[src/logic/charger_cfg.svh]
// Notes on behaviour
// - Cell voltage code: 3.40 V plus 5 mV steps.
// - Bit 7 high impedance, bit 6 limit pin.
// - Charge current bits 5:0, 50 mA steps.
// - Applied charge current code clamped to 01h..2Ch.
// - Plug-in detection reloads floor when bit 7 set.
// - Bit 6 enables battery discharge load.
// - Bit 5 disables out-of-audio; watchdog keeps it.
// - Floor bits 4:0, 3.9 V plus 100 mV.
// - Applied floor code clamped to 10h maximum.
// - Watchdog expiry restores defaults except kept fields.
// - Target address 6Bh plus read/write bit.
// - Undefined register address gets NACK, then idle.
`ifndef CHARGER_CFG_SVH
`define CHARGER_CFG_SVH

// ***************************************************************
// Bus address and register map
// ***************************************************************
`define I2C_TARGET_ADDR      7'h6B
`define OFS_CELL_VOLTAGE     8'h00
`define OFS_CHARGE_CURRENT   8'h01
`define OFS_INPUT_VOLTAGE    8'h02
`define OFS_INPUT_CURRENT    8'h03

// ***************************************************************
// Reset values and watchdog keep masks
// ***************************************************************
`define RST_CELL_VOLTAGE     8'hA0
`define RST_CHARGE_CURRENT   8'h5E
`define RST_INPUT_VOLTAGE    8'h84
`define RST_INPUT_CURRENT    8'h39
`define WDG_KEEP_INPUT_VOLT  8'h3F
`define WDG_KEEP_INPUT_CURR  8'h3F

// ***************************************************************
// Field positions and clamp limits
// ***************************************************************
`define BIT_HIZ_ENABLE       7
`define BIT_LIMIT_PIN        6
`define BIT_FLOOR_RELOAD     7
`define BIT_BAT_LOAD         6
`define BIT_OOA_DISABLE      5
`define CHARGE_CODE_MAX      6'h2C
`define CHARGE_CODE_MIN      6'h01
`define FLOOR_CODE_MAX       5'h10
`define FLOOR_CODE_DEFAULT   5'h04

`endif

[src/logic/charger_pkg.sv]
package charger_pkg;

   // ************************************************************
   // Bus engine states
   // ************************************************************
   typedef enum logic [2:0] {
      ST_IDLE,
      ST_DEV,
      ST_REG,
      ST_WR,
      ST_ACK,
      ST_RD,
      ST_MACK
   } bus_state_t;

   // ************************************************************
   // Carriers
   // ************************************************************
   typedef struct packed {
      logic       valid;
      logic [7:0] addr;
      logic [7:0] data;
   } reg_write_t;

   typedef struct packed {
      logic [7:0] per_cell_charge_voltage;
      logic       high_impedance_enable;
      logic       limit_pin_enable;
      logic [5:0] fast_charge_current;
      logic       floor_reload_on_plugin;
      logic       battery_load_enable;
      logic       out_of_audio_disable;
      logic [4:0] input_voltage_floor;
      logic [7:0] input_current_limit;
   } setpoint_t;

endpackage

[src/logic/charger_setpoint_registers.sv]
`timescale 1ns/1ns
`include "charger_cfg.svh"

module charger_setpoint_registers
   import charger_pkg::*;
(
   // Clock and reset
   input  wire logic      clk,
   input  wire logic      arst_n,
   // Two-wire bus pins
   input  wire logic      scl_in,
   input  wire logic      sda_in,
   output logic           sda_out,
   output logic           sda_oe,
   // Device events
   input  wire logic      reg_reset,
   input  wire logic      watchdog_expire,
   input  wire logic      plugin_detect_done,
   // Applied setpoints and mode flag
   output setpoint_t      setpoints,
   output logic           watchdog_expired_flag
);

   // ************************************************************
   // Helpers
   // ************************************************************
   function automatic logic reg_defined(input logic [7:0] a);
      reg_defined = (a <= `OFS_INPUT_CURRENT);
   endfunction

   // ************************************************************
   // Declarations
   // ************************************************************
   logic        scl_q;
   logic        sda_q;
   logic        scl_rise;
   logic        scl_fall;
   logic        start_cond;
   logic        stop_cond;

   bus_state_t  state_reg;
   bus_state_t  state_next;
   bus_state_t  after_reg;
   bus_state_t  after_next;
   logic [3:0]  cnt_reg;
   logic [3:0]  cnt_next;
   logic [7:0]  shift_reg;
   logic [7:0]  shift_next;
   logic [7:0]  tx_reg;
   logic [7:0]  tx_next;
   logic [7:0]  ptr_reg;
   logic [7:0]  ptr_next;
   logic [7:0]  ptr_inc;
   logic        oe_reg;
   logic        oe_next;
   reg_write_t  wr_reg;
   reg_write_t  wr_next;
   logic [7:0]  rd_data;

   logic [7:0]  cell_reg;
   logic [7:0]  cell_next;
   logic [7:0]  chg_reg;
   logic [7:0]  chg_next;
   logic [7:0]  vin_reg;
   logic [7:0]  vin_next;
   logic [7:0]  iin_reg;
   logic [7:0]  iin_next;
   logic        wdflag_reg;
   logic        wdflag_next;

   setpoint_t   applied_reg;
   setpoint_t   applied_next;

   // ************************************************************
   // Pin edge detection
   // ************************************************************
   // The pins are taken as synchronous, so one stage of history is enough to see edges.
   assign scl_rise   = scl_in & ~scl_q;
   assign scl_fall   = ~scl_in & scl_q;
   assign start_cond = scl_in & scl_q & sda_q & ~sda_in;
   assign stop_cond  = scl_in & scl_q & ~sda_q & sda_in;
   assign ptr_inc    = ptr_reg + 8'h01;

   always_ff @(posedge clk or negedge arst_n) begin
      if (!arst_n) begin
         scl_q <= 1'b1;
         sda_q <= 1'b1;
      end else begin
         scl_q <= scl_in;
         sda_q <= sda_in;
      end
   end

   // ************************************************************
   // Read data selection
   // ************************************************************
   // Reads show the stored byte, so codes beyond the clamps read back as written.
   always_comb begin
      rd_data = 8'h00;
      unique case (ptr_reg)
         `OFS_CELL_VOLTAGE:   rd_data = cell_reg;
         `OFS_CHARGE_CURRENT: rd_data = chg_reg;
         `OFS_INPUT_VOLTAGE:  rd_data = vin_reg;
         `OFS_INPUT_CURRENT:  rd_data = iin_reg;
         default:             rd_data = 8'h00;
      endcase
   end

   // ************************************************************
   // Bus engine
   // ************************************************************
   always_comb begin
      state_next = state_reg;
      after_next = after_reg;
      cnt_next   = cnt_reg;
      shift_next = shift_reg;
      tx_next    = tx_reg;
      ptr_next   = ptr_reg;
      oe_next    = oe_reg;
      wr_next    = '0;
      if (scl_rise) begin
         shift_next = {shift_reg[6:0], sda_in};
         if (cnt_reg != 4'h8) begin
            cnt_next = cnt_reg + 4'h1;
         end
         // A master NACK after a read byte ends the transfer.
         if (state_reg == ST_MACK && sda_in) begin
            state_next = ST_IDLE;
         end
      end
      if (scl_fall) begin
         unique case (state_reg)
            ST_IDLE: begin
               oe_next = 1'b0;
            end
            ST_DEV: begin
               if (cnt_reg == 4'h8) begin
                  cnt_next = 4'h0;
                  if (shift_reg[7:1] == `I2C_TARGET_ADDR) begin
                     oe_next    = 1'b1;
                     after_next = shift_reg[0] ? ST_RD : ST_REG;
                     state_next = ST_ACK;
                  end else begin
                     state_next = ST_IDLE;
                  end
               end
            end
            ST_REG: begin
               if (cnt_reg == 4'h8) begin
                  cnt_next = 4'h0;
                  if (reg_defined(shift_reg)) begin
                     ptr_next   = shift_reg;
                     oe_next    = 1'b1;
                     after_next = ST_WR;
                     state_next = ST_ACK;
                  end else begin
                     state_next = ST_IDLE;
                  end
               end
            end
            ST_WR: begin
               if (cnt_reg == 4'h8) begin
                  cnt_next = 4'h0;
                  if (reg_defined(ptr_reg)) begin
                     wr_next.valid = 1'b1;
                     wr_next.addr  = ptr_reg;
                     wr_next.data  = shift_reg;
                     ptr_next      = ptr_inc;
                     oe_next       = 1'b1;
                     after_next    = ST_WR;
                     state_next    = ST_ACK;
                  end else begin
                     state_next = ST_IDLE;
                  end
               end
            end
            ST_ACK: begin
               cnt_next = 4'h0;
               if (after_reg == ST_RD) begin
                  oe_next = ~rd_data[7];
                  tx_next = {rd_data[6:0], 1'b1};
               end else begin
                  oe_next = 1'b0;
               end
               state_next = after_reg;
            end
            ST_RD: begin
               if (cnt_reg == 4'h8) begin
                  cnt_next   = 4'h0;
                  oe_next    = 1'b0;
                  ptr_next   = ptr_inc;
                  state_next = ST_MACK;
               end else begin
                  oe_next = ~tx_reg[7];
                  tx_next = {tx_reg[6:0], 1'b1};
               end
            end
            ST_MACK: begin
               cnt_next = 4'h0;
               if (reg_defined(ptr_reg)) begin
                  oe_next    = ~rd_data[7];
                  tx_next    = {rd_data[6:0], 1'b1};
                  state_next = ST_RD;
               end else begin
                  state_next = ST_IDLE;
               end
            end
            default: begin
               state_next = ST_IDLE;
            end
         endcase
      end
      if (start_cond) begin
         state_next = ST_DEV;
         cnt_next   = 4'h0;
         oe_next    = 1'b0;
      end else if (stop_cond) begin
         state_next = ST_IDLE;
         oe_next    = 1'b0;
      end
   end

   always_ff @(posedge clk or negedge arst_n) begin
      if (!arst_n) begin
         state_reg <= ST_IDLE;
         after_reg <= ST_IDLE;
         cnt_reg   <= 4'h0;
         shift_reg <= 8'h00;
         tx_reg    <= 8'hFF;
         ptr_reg   <= 8'h00;
         oe_reg    <= 1'b0;
         wr_reg    <= '0;
      end else begin
         state_reg <= state_next;
         after_reg <= after_next;
         cnt_reg   <= cnt_next;
         shift_reg <= shift_next;
         tx_reg    <= tx_next;
         ptr_reg   <= ptr_next;
         oe_reg    <= oe_next;
         wr_reg    <= wr_next;
      end
   end

   // ************************************************************
   // Register bank
   // ************************************************************
   // Priority, lowest first: host write, plug-in reload, watchdog, register reset.
   // Hardware events win so a write landing in the same cycle cannot mask them.
   always_comb begin
      cell_next   = cell_reg;
      chg_next    = chg_reg;
      vin_next    = vin_reg;
      iin_next    = iin_reg;
      wdflag_next = wdflag_reg;
      if (wr_reg.valid) begin
         wdflag_next = 1'b0;
         unique case (wr_reg.addr)
            `OFS_CELL_VOLTAGE:   cell_next = wr_reg.data;
            `OFS_CHARGE_CURRENT: chg_next  = wr_reg.data;
            `OFS_INPUT_VOLTAGE:  vin_next  = wr_reg.data;
            `OFS_INPUT_CURRENT:  iin_next  = wr_reg.data;
            default:             cell_next = cell_reg;
         endcase
      end
      if (plugin_detect_done && vin_reg[`BIT_FLOOR_RELOAD]) begin
         vin_next[4:0] = `FLOOR_CODE_DEFAULT;
      end
      if (watchdog_expire) begin
         wdflag_next = 1'b1;
         cell_next   = `RST_CELL_VOLTAGE;
         chg_next    = `RST_CHARGE_CURRENT;
         vin_next    = (vin_next & `WDG_KEEP_INPUT_VOLT)
                     | (`RST_INPUT_VOLTAGE & ~`WDG_KEEP_INPUT_VOLT);
         iin_next    = (iin_next & `WDG_KEEP_INPUT_CURR)
                     | (`RST_INPUT_CURRENT & ~`WDG_KEEP_INPUT_CURR);
      end
      if (reg_reset) begin
         cell_next = `RST_CELL_VOLTAGE;
         chg_next  = `RST_CHARGE_CURRENT;
         vin_next  = `RST_INPUT_VOLTAGE;
         iin_next  = `RST_INPUT_CURRENT;
      end
   end

   always_ff @(posedge clk or negedge arst_n) begin
      if (!arst_n) begin
         cell_reg   <= `RST_CELL_VOLTAGE;
         chg_reg    <= `RST_CHARGE_CURRENT;
         vin_reg    <= `RST_INPUT_VOLTAGE;
         iin_reg    <= `RST_INPUT_CURRENT;
         wdflag_reg <= 1'b1;
      end else begin
         cell_reg   <= cell_next;
         chg_reg    <= chg_next;
         vin_reg    <= vin_next;
         iin_reg    <= iin_next;
         wdflag_reg <= wdflag_next;
      end
   end

   // ************************************************************
   // Applied setpoints
   // ************************************************************
   always_comb begin
      applied_next                         = '0;
      applied_next.per_cell_charge_voltage = cell_reg;
      applied_next.high_impedance_enable   = chg_reg[`BIT_HIZ_ENABLE];
      applied_next.limit_pin_enable        = chg_reg[`BIT_LIMIT_PIN];
      applied_next.fast_charge_current     = chg_reg[5:0];
      if (chg_reg[5:0] > `CHARGE_CODE_MAX) begin
         applied_next.fast_charge_current = `CHARGE_CODE_MAX;
      end else if (chg_reg[5:0] < `CHARGE_CODE_MIN) begin
         applied_next.fast_charge_current = `CHARGE_CODE_MIN;
      end
      applied_next.floor_reload_on_plugin = vin_reg[`BIT_FLOOR_RELOAD];
      applied_next.battery_load_enable    = vin_reg[`BIT_BAT_LOAD];
      applied_next.out_of_audio_disable   = vin_reg[`BIT_OOA_DISABLE];
      applied_next.input_voltage_floor    = vin_reg[4:0];
      if (vin_reg[4:0] > `FLOOR_CODE_MAX) begin
         applied_next.input_voltage_floor = `FLOOR_CODE_MAX;
      end
      applied_next.input_current_limit = iin_reg;
   end

   always_ff @(posedge clk or negedge arst_n) begin
      if (!arst_n) begin
         applied_reg           <= '0;
         sda_out               <= 1'b0;
         sda_oe                <= 1'b0;
         watchdog_expired_flag <= 1'b1;
      end else begin
         applied_reg           <= applied_next;
         sda_out               <= 1'b0;
         sda_oe                <= oe_reg;
         watchdog_expired_flag <= wdflag_reg;
      end
   end

   assign setpoints = applied_reg;

endmodule

[config.mk]
export PLATFORM = sky130hd
export DESIGN_NAME = charger_setpoint_registers
export DESIGN_NICKNAME = d
export VERILOG_FILES = /design/src/logic/charger_pkg.sv /design/src/logic/charger_setpoint_registers.sv
export VERILOG_INCLUDE_DIRS = /design/src /design/src/logic
export SDC_FILE = /design/constraint.sdc
export NUM_CORES = 1
export LEC_CHECK = 0
export BUFFER_PORTS_ARGS = -buffer_cell sky130_fd_sc_hd__buf_4
export CAP_MARGIN = 5
export CORE_MARGIN = 2
export CORE_UTILIZATION = 54
export DETAILED_ROUTE_END_ITERATION = 10
export PLACE_DENSITY = 0.75
export SLEW_MARGIN = 20
export SYNTH_ARGS = -nofsm -noshare
export SYNTH_HDL_FRONTEND = slang
export SYNTH_SLANG_ARGS = --single-unit
[constraint.sdc]
create_clock -name clk -period 2.1 [get_ports clk]
set_clock_uncertainty 0.05 [all_clocks]
set_input_delay 0.21 -clock clk [delete_from_list [all_inputs] [get_ports clk]]
set_output_delay 0.21 -clock clk [all_outputs]
set_load 0.005 [all_outputs]
==> reports/summary.txt, run 1 <==
Critical Path End Type - register
Metal3 WL - 714 um
Max FO, Critical Path - 3
Worst-case clock buffer depth - 2
Outcome - finished clean
Site Rows - 35
Compound-cell area share of the yosys netlist - 13.4%
Hold crit path type - input port to register
Antenna violations before repair - 0
Root buf cell - clkbuf_8
# diodes - 0
Post-synth cell types - 59
First-pass GRT wire length - 20.0 mm
Vias - 3952
Final WL - 12.2 mm
Maximum clock frequency - 0.495 GHz
Crit path time final - 2.02 ns
Core Area - 9280 sq um
Wire per inst - 18.0 um
Gate count after technology mapping - 459
Starting density of the core - 55.7%
Max-cap violation count - 0
Top_reg_cell synth - dfrtp_1
RePlAce Congestion - 0.947
CTS tree - built
Sequential area share after synthesis - 58.6%
Top cells by count, synth - dfrtp_1 (96), nand2_1 (40), nor2_1 (37)
Yosys top cell by area - dfrtp_1
Ys Warns - 0
Slew @ Worst Pin - 0.762 ns
RSZ-0062 raised after global routing - yes
Max reg flops - 32
WS Path Type - register to register
Clk sinks - 120
Max VDD drop - 0.654 mV
Vias/cell - 5.82
M1 WL - 4.88 mm
H-tree lvl count - 4
I/O pins - 42
Worst Path Arrival - 2.39 ns
Final Hold Vio Count - 0
DRT iter0 DRCs - 227
Synthesis-to-layout area growth - 25.6%
Post-Synth Simple-Gate Area - 14.4%
Utilization after layout - 69.9%
Area share of the largest cell type after synthesis - 46.5%
Xor and xnor area share after synthesis - 0.508%
Final Cycle Share - 96.2%
Die Ht - 102 um
Clk_lat worst skew - 0.54 ns
Post-route ant nets - 0
Worst Path Required - 2.47 ns
Vias in the first global route - 3930
Total power divided by cell area - 1090 nW/um^2
GR Util All Layers - 25.6%
Die area - 10400 sq um
Final setup violation count - 0
Post-Synth Adder-Cell Area - 1.45%
DR pass1 iterations - 5
Fin nets - 550
Synth area leaders - dfrtp_1 (46%), dfstp_2 (12%), mux2i_1 (4.5%)
Clock slew at reported path FFs - 0.06 ns
Relative slew slack - 49.0%
Post-synthesis mux area share - 7.79%
FF+latch count, synth - 120
Worst setup SP type - register
DP Wirelength - 8.10 mm
Most numerous cell in the Yosys netlist - dfrtp_1
Uppermost routed layer - met4
Die X - 102 um
Setup TNS - 0 ns
Routed wl met2 - 6.25 mm
Main combinational cell family by area after synthesis - simple AND/OR/NAND/NOR gates
Final Power - 0.00705 W
GRT overflow - 0
Fin. max-slew vios - 0
Asr flop ratio synth - 100%
Mapped Area - 5170 sq um
Leak - 2.87 nW
Share of cells above drive strength 1 - 28.5%
Port bufs - 40
Remaining DRCs - 0
Clock buffer count from CTS - 17
Largest net degree at the start of global routing - 44
EDFF count, synth - 0
Syn_area_per_cell - 11.3 sq um
## layer usage
layer,global-route usage [%],vias up
met4,11.2,0
met2,42.8,189
met3,6.77,43
li1,-,1780
met5,0,-
met1,31.5,1940
## timing repair
| action | CTS | global route |
|---|---|---|
| endpoints found under the hold margin | 52 | 0 |
| setup endpoints to repair | 0 | 14 |
| hold buffers | 5 | 0 |
| setup buffers | 0 | 4 |
| resized for setup | 0 | 3 |
## critical path: stages, from the launching register on
cell and delay [ns]:
dfrtp_1 0.41, nor4_4 0.35, nand3_2 0.15, a31o_4 0.28, nor4_4 0.33, mux2_4 0.33
## placed cells by master, fill, tap and decap left out, types with 6 or more instances in the layout
cell       count
clkbuf_16     16
a21o_1         6
conb_1         7
nor3_1         6
ha_1           6
a21oi_1       29
nand2_1       40
nand3_1       15
mux2_2        14
a22o_1         6
dfstp_2       24
o21ai_0       13
a221oi_1       6
inv_1         19
nor2_1        37
mux2i_1       23
buf_4         72
nor2b_1        8
and2_1        10
o31ai_1        7
o22ai_1        6
dfrtp_1       96
## where the power goes
part / switching (W) / internal (W) / total [W]
Sequential: 0.000211 / 0.00255 / 0.00276
Clock: 0.00112 / 0.00183 / 0.00295
Combinational: 0.000750 / 0.000593 / 0.00134
Total: 0.00208 / 0.00497 / 0.00705
## logic make-up after synthesis
group           count (synthesis)
compound gates                101
xor+xnor                        3
fa+ha+maj                       6
buf+inv                        45
flops                         120
mux                            38
other cells                     1
simple gates                  145
## area by class of cell
cell class | count | area [sq um]
flip-flops and latches | 120 | 3030
fillers | 666 | 2790
multi-input cells | 300 | 1990
repair buffers | 79 | 631
clock buffers | 17 | 414
clock inverters | 15 | 189
well taps | 129 | 161
inverters | 19 | 71.3
## metrics by stage
stage                     instance area (sq um)  worst slack (ns)  hold WS [ns]  cells
final                                      6490            0.0808        0.0529    679
after global routing                       6490           -0.0209        0.0571    679
after CTS                                  6450            0.0546        0.0298    675
after detailed placement                   5790            0.0850         0.169    638
after global placement                     5790             0.150         0.166    638
after floorplan                            5200            0.0737        -0.136    465
## path summary, 6_finish.rpt
check | slack (ns) | from | cells past startpoint | endpoint
worst max-delay path | 0.08 | ptr_reg[3] | 5 | after_reg[1]
worst min register to register | 0.32 | wdflag_reg | 0 | watchdog_expired_flag
worst min-delay path | 0.05 | plugin_detect_done | 3 | vin_reg[3]
worst max register to register | 0.08 | ptr_reg[3] | 5 | after_reg[1]
max in group asynchronous | 1.18 | arst_n | 3 | sda_q
min in group asynchronous | 0.15 | arst_n | 2 | setpoints[2]
Power figures use the tool's default switching activity.
==> run 2, diff against run 1 <==
--- a/config.mk
+++ b/config.mk
@@ -8,9 +8,11 @@
 export LEC_CHECK = 0
 export BUFFER_PORTS_ARGS = -buffer_cell sky130_fd_sc_hd__buf_4
 export CAP_MARGIN = 5
+export CORE_ASPECT_RATIO = 0.7
 export CORE_MARGIN = 2
 export CORE_UTILIZATION = 54
 export DETAILED_ROUTE_END_ITERATION = 10
+export MAX_ROUTING_LAYER = met4
 export PLACE_DENSITY = 0.75
 export SLEW_MARGIN = 20
 export SYNTH_ARGS = -nofsm -noshare
==> run 2 against run 1 <==
Register-to-register slack improved by 0.02 ns. First-iteration DRC count rose by 68%. Setup slack improved by 0.017 ns. Final area fell by 0.66%. Wire length fell by 1.9%. Die area rose by 0.12%. Hold slack got worse by 0.036 ns. Non-clock buffer count fell by 6. Highest routed layer unchanged.
==> reports/summary.txt, run 2 (synthesized netlist as in run 1, its figures left out) <==
Outcome - finished clean
Most frequent cells in the layout - dfrtp_1 (95), buf_4 (67), nand2_1 (40)
Leak - 2.85 nW (-0.89%)
Core Area - 9180 sq um (-1.1%)
Max-cap violation count - 0 (unchanged)
Die X - 121 um (+19%)
Clock buffer count from CTS - 17 (unchanged)
# diodes - 0 (unchanged)
Final Hold Vio Count - 0 (unchanged)
Setup Buffers After CTS - 0 (unchanged)
CTS tree - built
Placed cell area - 5770 sq um (-0.41%)
Final Cycle Share - 95.3% (-0.82 points)
Max VDD drop - 0.728 mV (+11%)
Met2 global-route usage - 36.5% (-6.3 points)
GR Layer Usage met3 - 7.38% (+0.61 points)
Hold_sp - reg_reset
Die area - 10400 sq um (+0.12%)
H-tree lvl count - 4 (unchanged)
Largest net degree at the start of global routing - 121 (+180%)
Worst-case clock buffer depth - 2 (unchanged)
Root buf cell - clkbuf_16
Fin nets - 544 (-1.1%)
Relative slew slack - 49.8% (+0.72 points)
Starting density of the core - 56.3% (+0.63 points)
Hold crit path type - input port to register
Worst Path Arrival - 2.23 ns (-0.16 ns)
Synthesis-to-layout area growth - 24.8%
WS Path Type - register to register
Register-to-register setup slack - 0.1 ns (+0.02 ns)
Final Power - 0.00712 W (+0.96%)
Setup TNS - 0 ns (unchanged)
I/O pins - 42 (unchanged)
Vias in the first global route - 3734 (-5.0%)
Final setup violation count - 0 (unchanged)
Site Rows - 29 (-17%)
Final Non-Filler Cells - 668 (-1.6%)
Hold path depth - 2 (-1)
GRT overflow - 0 (unchanged)
Grt peak-use layer - met1
Reg2reg start - ptr_reg[3]
First-pass GRT wire length - 19.9 mm (-0.52%)
Final WS setup - 0.0979 ns (+0.0171 ns)
DRT iter0 DRCs - 381 (+68%)
Maximum clock frequency - 0.499 GHz (+0.86%)
Slew @ Worst Pin - 0.750 ns (-0.0113 ns)
Clk_lat worst skew - 0.41 ns (-0.13 ns)
Worst Path Required - 2.33 ns (-0.14 ns)
Fin. max-slew vios - 0 (unchanged)
Port bufs - 40 (unchanged)
Met1 usage - 38.0% (+6.5 points)
RSZ-0062 raised after global routing - no
Wire per inst - 17.9 um (-0.26%)
Place WS - 0.0899 ns (+0.00494 ns)
Commonest non-fill, non-tap cell in the layout - dfrtp_1
# fillers - 675 (+1.4%)
Clk sinks - 120 (unchanged)
GR Util All Layers - 26.2% (+0.59 points)
Placed insts - 632 (-0.94%)
RePlAce Congestion - 0.898 (-5.2%)
Clock slew at reported path FFs - 0.05 ns (about the same)
Vias - 3821 (-3.3%)
R2R depth - 5 (unchanged)
Vias/cell - 5.72 (-1.7%)
Antenna violations before repair - 0 (unchanged)
Post-route ant nets - 0 (unchanged)
Final standard cell area without fillers - 6450 sq um (-0.66%)
R2r endpoint - after_reg[1]
Max FO, Critical Path - 3 (unchanged)
Share of cells above drive strength 1 - 27.6% (-0.97 points)
Worst setup SP type - register
Final WL - 12.0 mm (-1.9%)
Total power divided by cell area - 1100 nW/um^2 (+1.6%)
DP Wirelength - 8.21 mm (+1.3%)
Max reg flops - 32 (unchanged)
DR pass1 iterations - 5 (unchanged)
Crit path time final - 2.00 ns (-0.0171 ns)
Die Ht - 85.9 um (-16%)
Critical Path End Type - register
Remaining DRCs - 0 (unchanged)
Hold Path End - iin_reg[2]
==> run 2: area by class of cell <==
cell class / instances / area (sq um) / share of cell area, %
multi-input combinational: 300 / 1990 / 30.8
clock inverter: 6 / 111 / 1.73
sequential: 120 / 3030 / 47.0
timing repair buffer: 73 / 574 / 8.90
clock buffer: 26 / 519 / 8.05
inverter: 19 / 71.3 / 1.11
tap: 124 / 155 / 2.40
==> run 2: per-layer routing <==
metal / routed length [um] / part of all wire (%)
met5: 0 / 0
met4: 105 / 0.88
met3: 888 / 7.4
met2: 5320 / 44
met1: 5670 / 47
==> run 2: where the power goes <==
part	internal, W	switching [W]	leakage [nW]
Sequential	0.00255	0.000260	1.46
Clock	0.00206	0.000976	0.307
Combinational	0.000561	0.000715	1.08
Total	0.00517	0.00195	2.85
==> run 2: worst max-delay path by stage <==
stage | startpoint | to | slack [ns] | cells past startpoint
global placement | state_reg[0] | ptr_reg[4] | 0.16 | 6
floorplan | scl_q | after_reg[1] | 0.07 | 6
detailed placement | ptr_reg[3] | tx_reg[5] | 0.09 | 6
CTS | ptr_reg[3] | tx_reg[4] | 0.08 | 6
finish | ptr_reg[3] | after_reg[1] | 0.1 | 5
global route | cnt_reg[0] | cnt_reg[0] | 0.007 | 8
==> run 2: worst max-delay path, stage by stage, from the launching register on <==
cell	delay, ns
dfrtp_1	0.40
nor4_4	0.32
nand3_2	0.15
a31o_1	0.29
nor4_4	0.33
mux2_4	0.34
==> run 2: through the flow <==
| step | utilization [%] | hold WS (ns) |
|---|---|---|
| 6_report | 70.3 | 0.0170 |
| 5_1_grt | 70.3 | 0.0162 |
| 4_1_cts | 70.2 | 0.000581 |
| 3_5_place_dp | 62.9 | 0.304 |
| 3_3_place_gp | 62.8 | 0.290 |
| 2_1_floorplan | - | -0.136 |
==> run 2: repair_timing <==
item / 4_1_cts / 5_1_grt
hold buffers: 4 / 0
setup endpoints to repair: 0 / 12
resized for setup: 0 / 5
hold endpoints to repair: 99 / 0
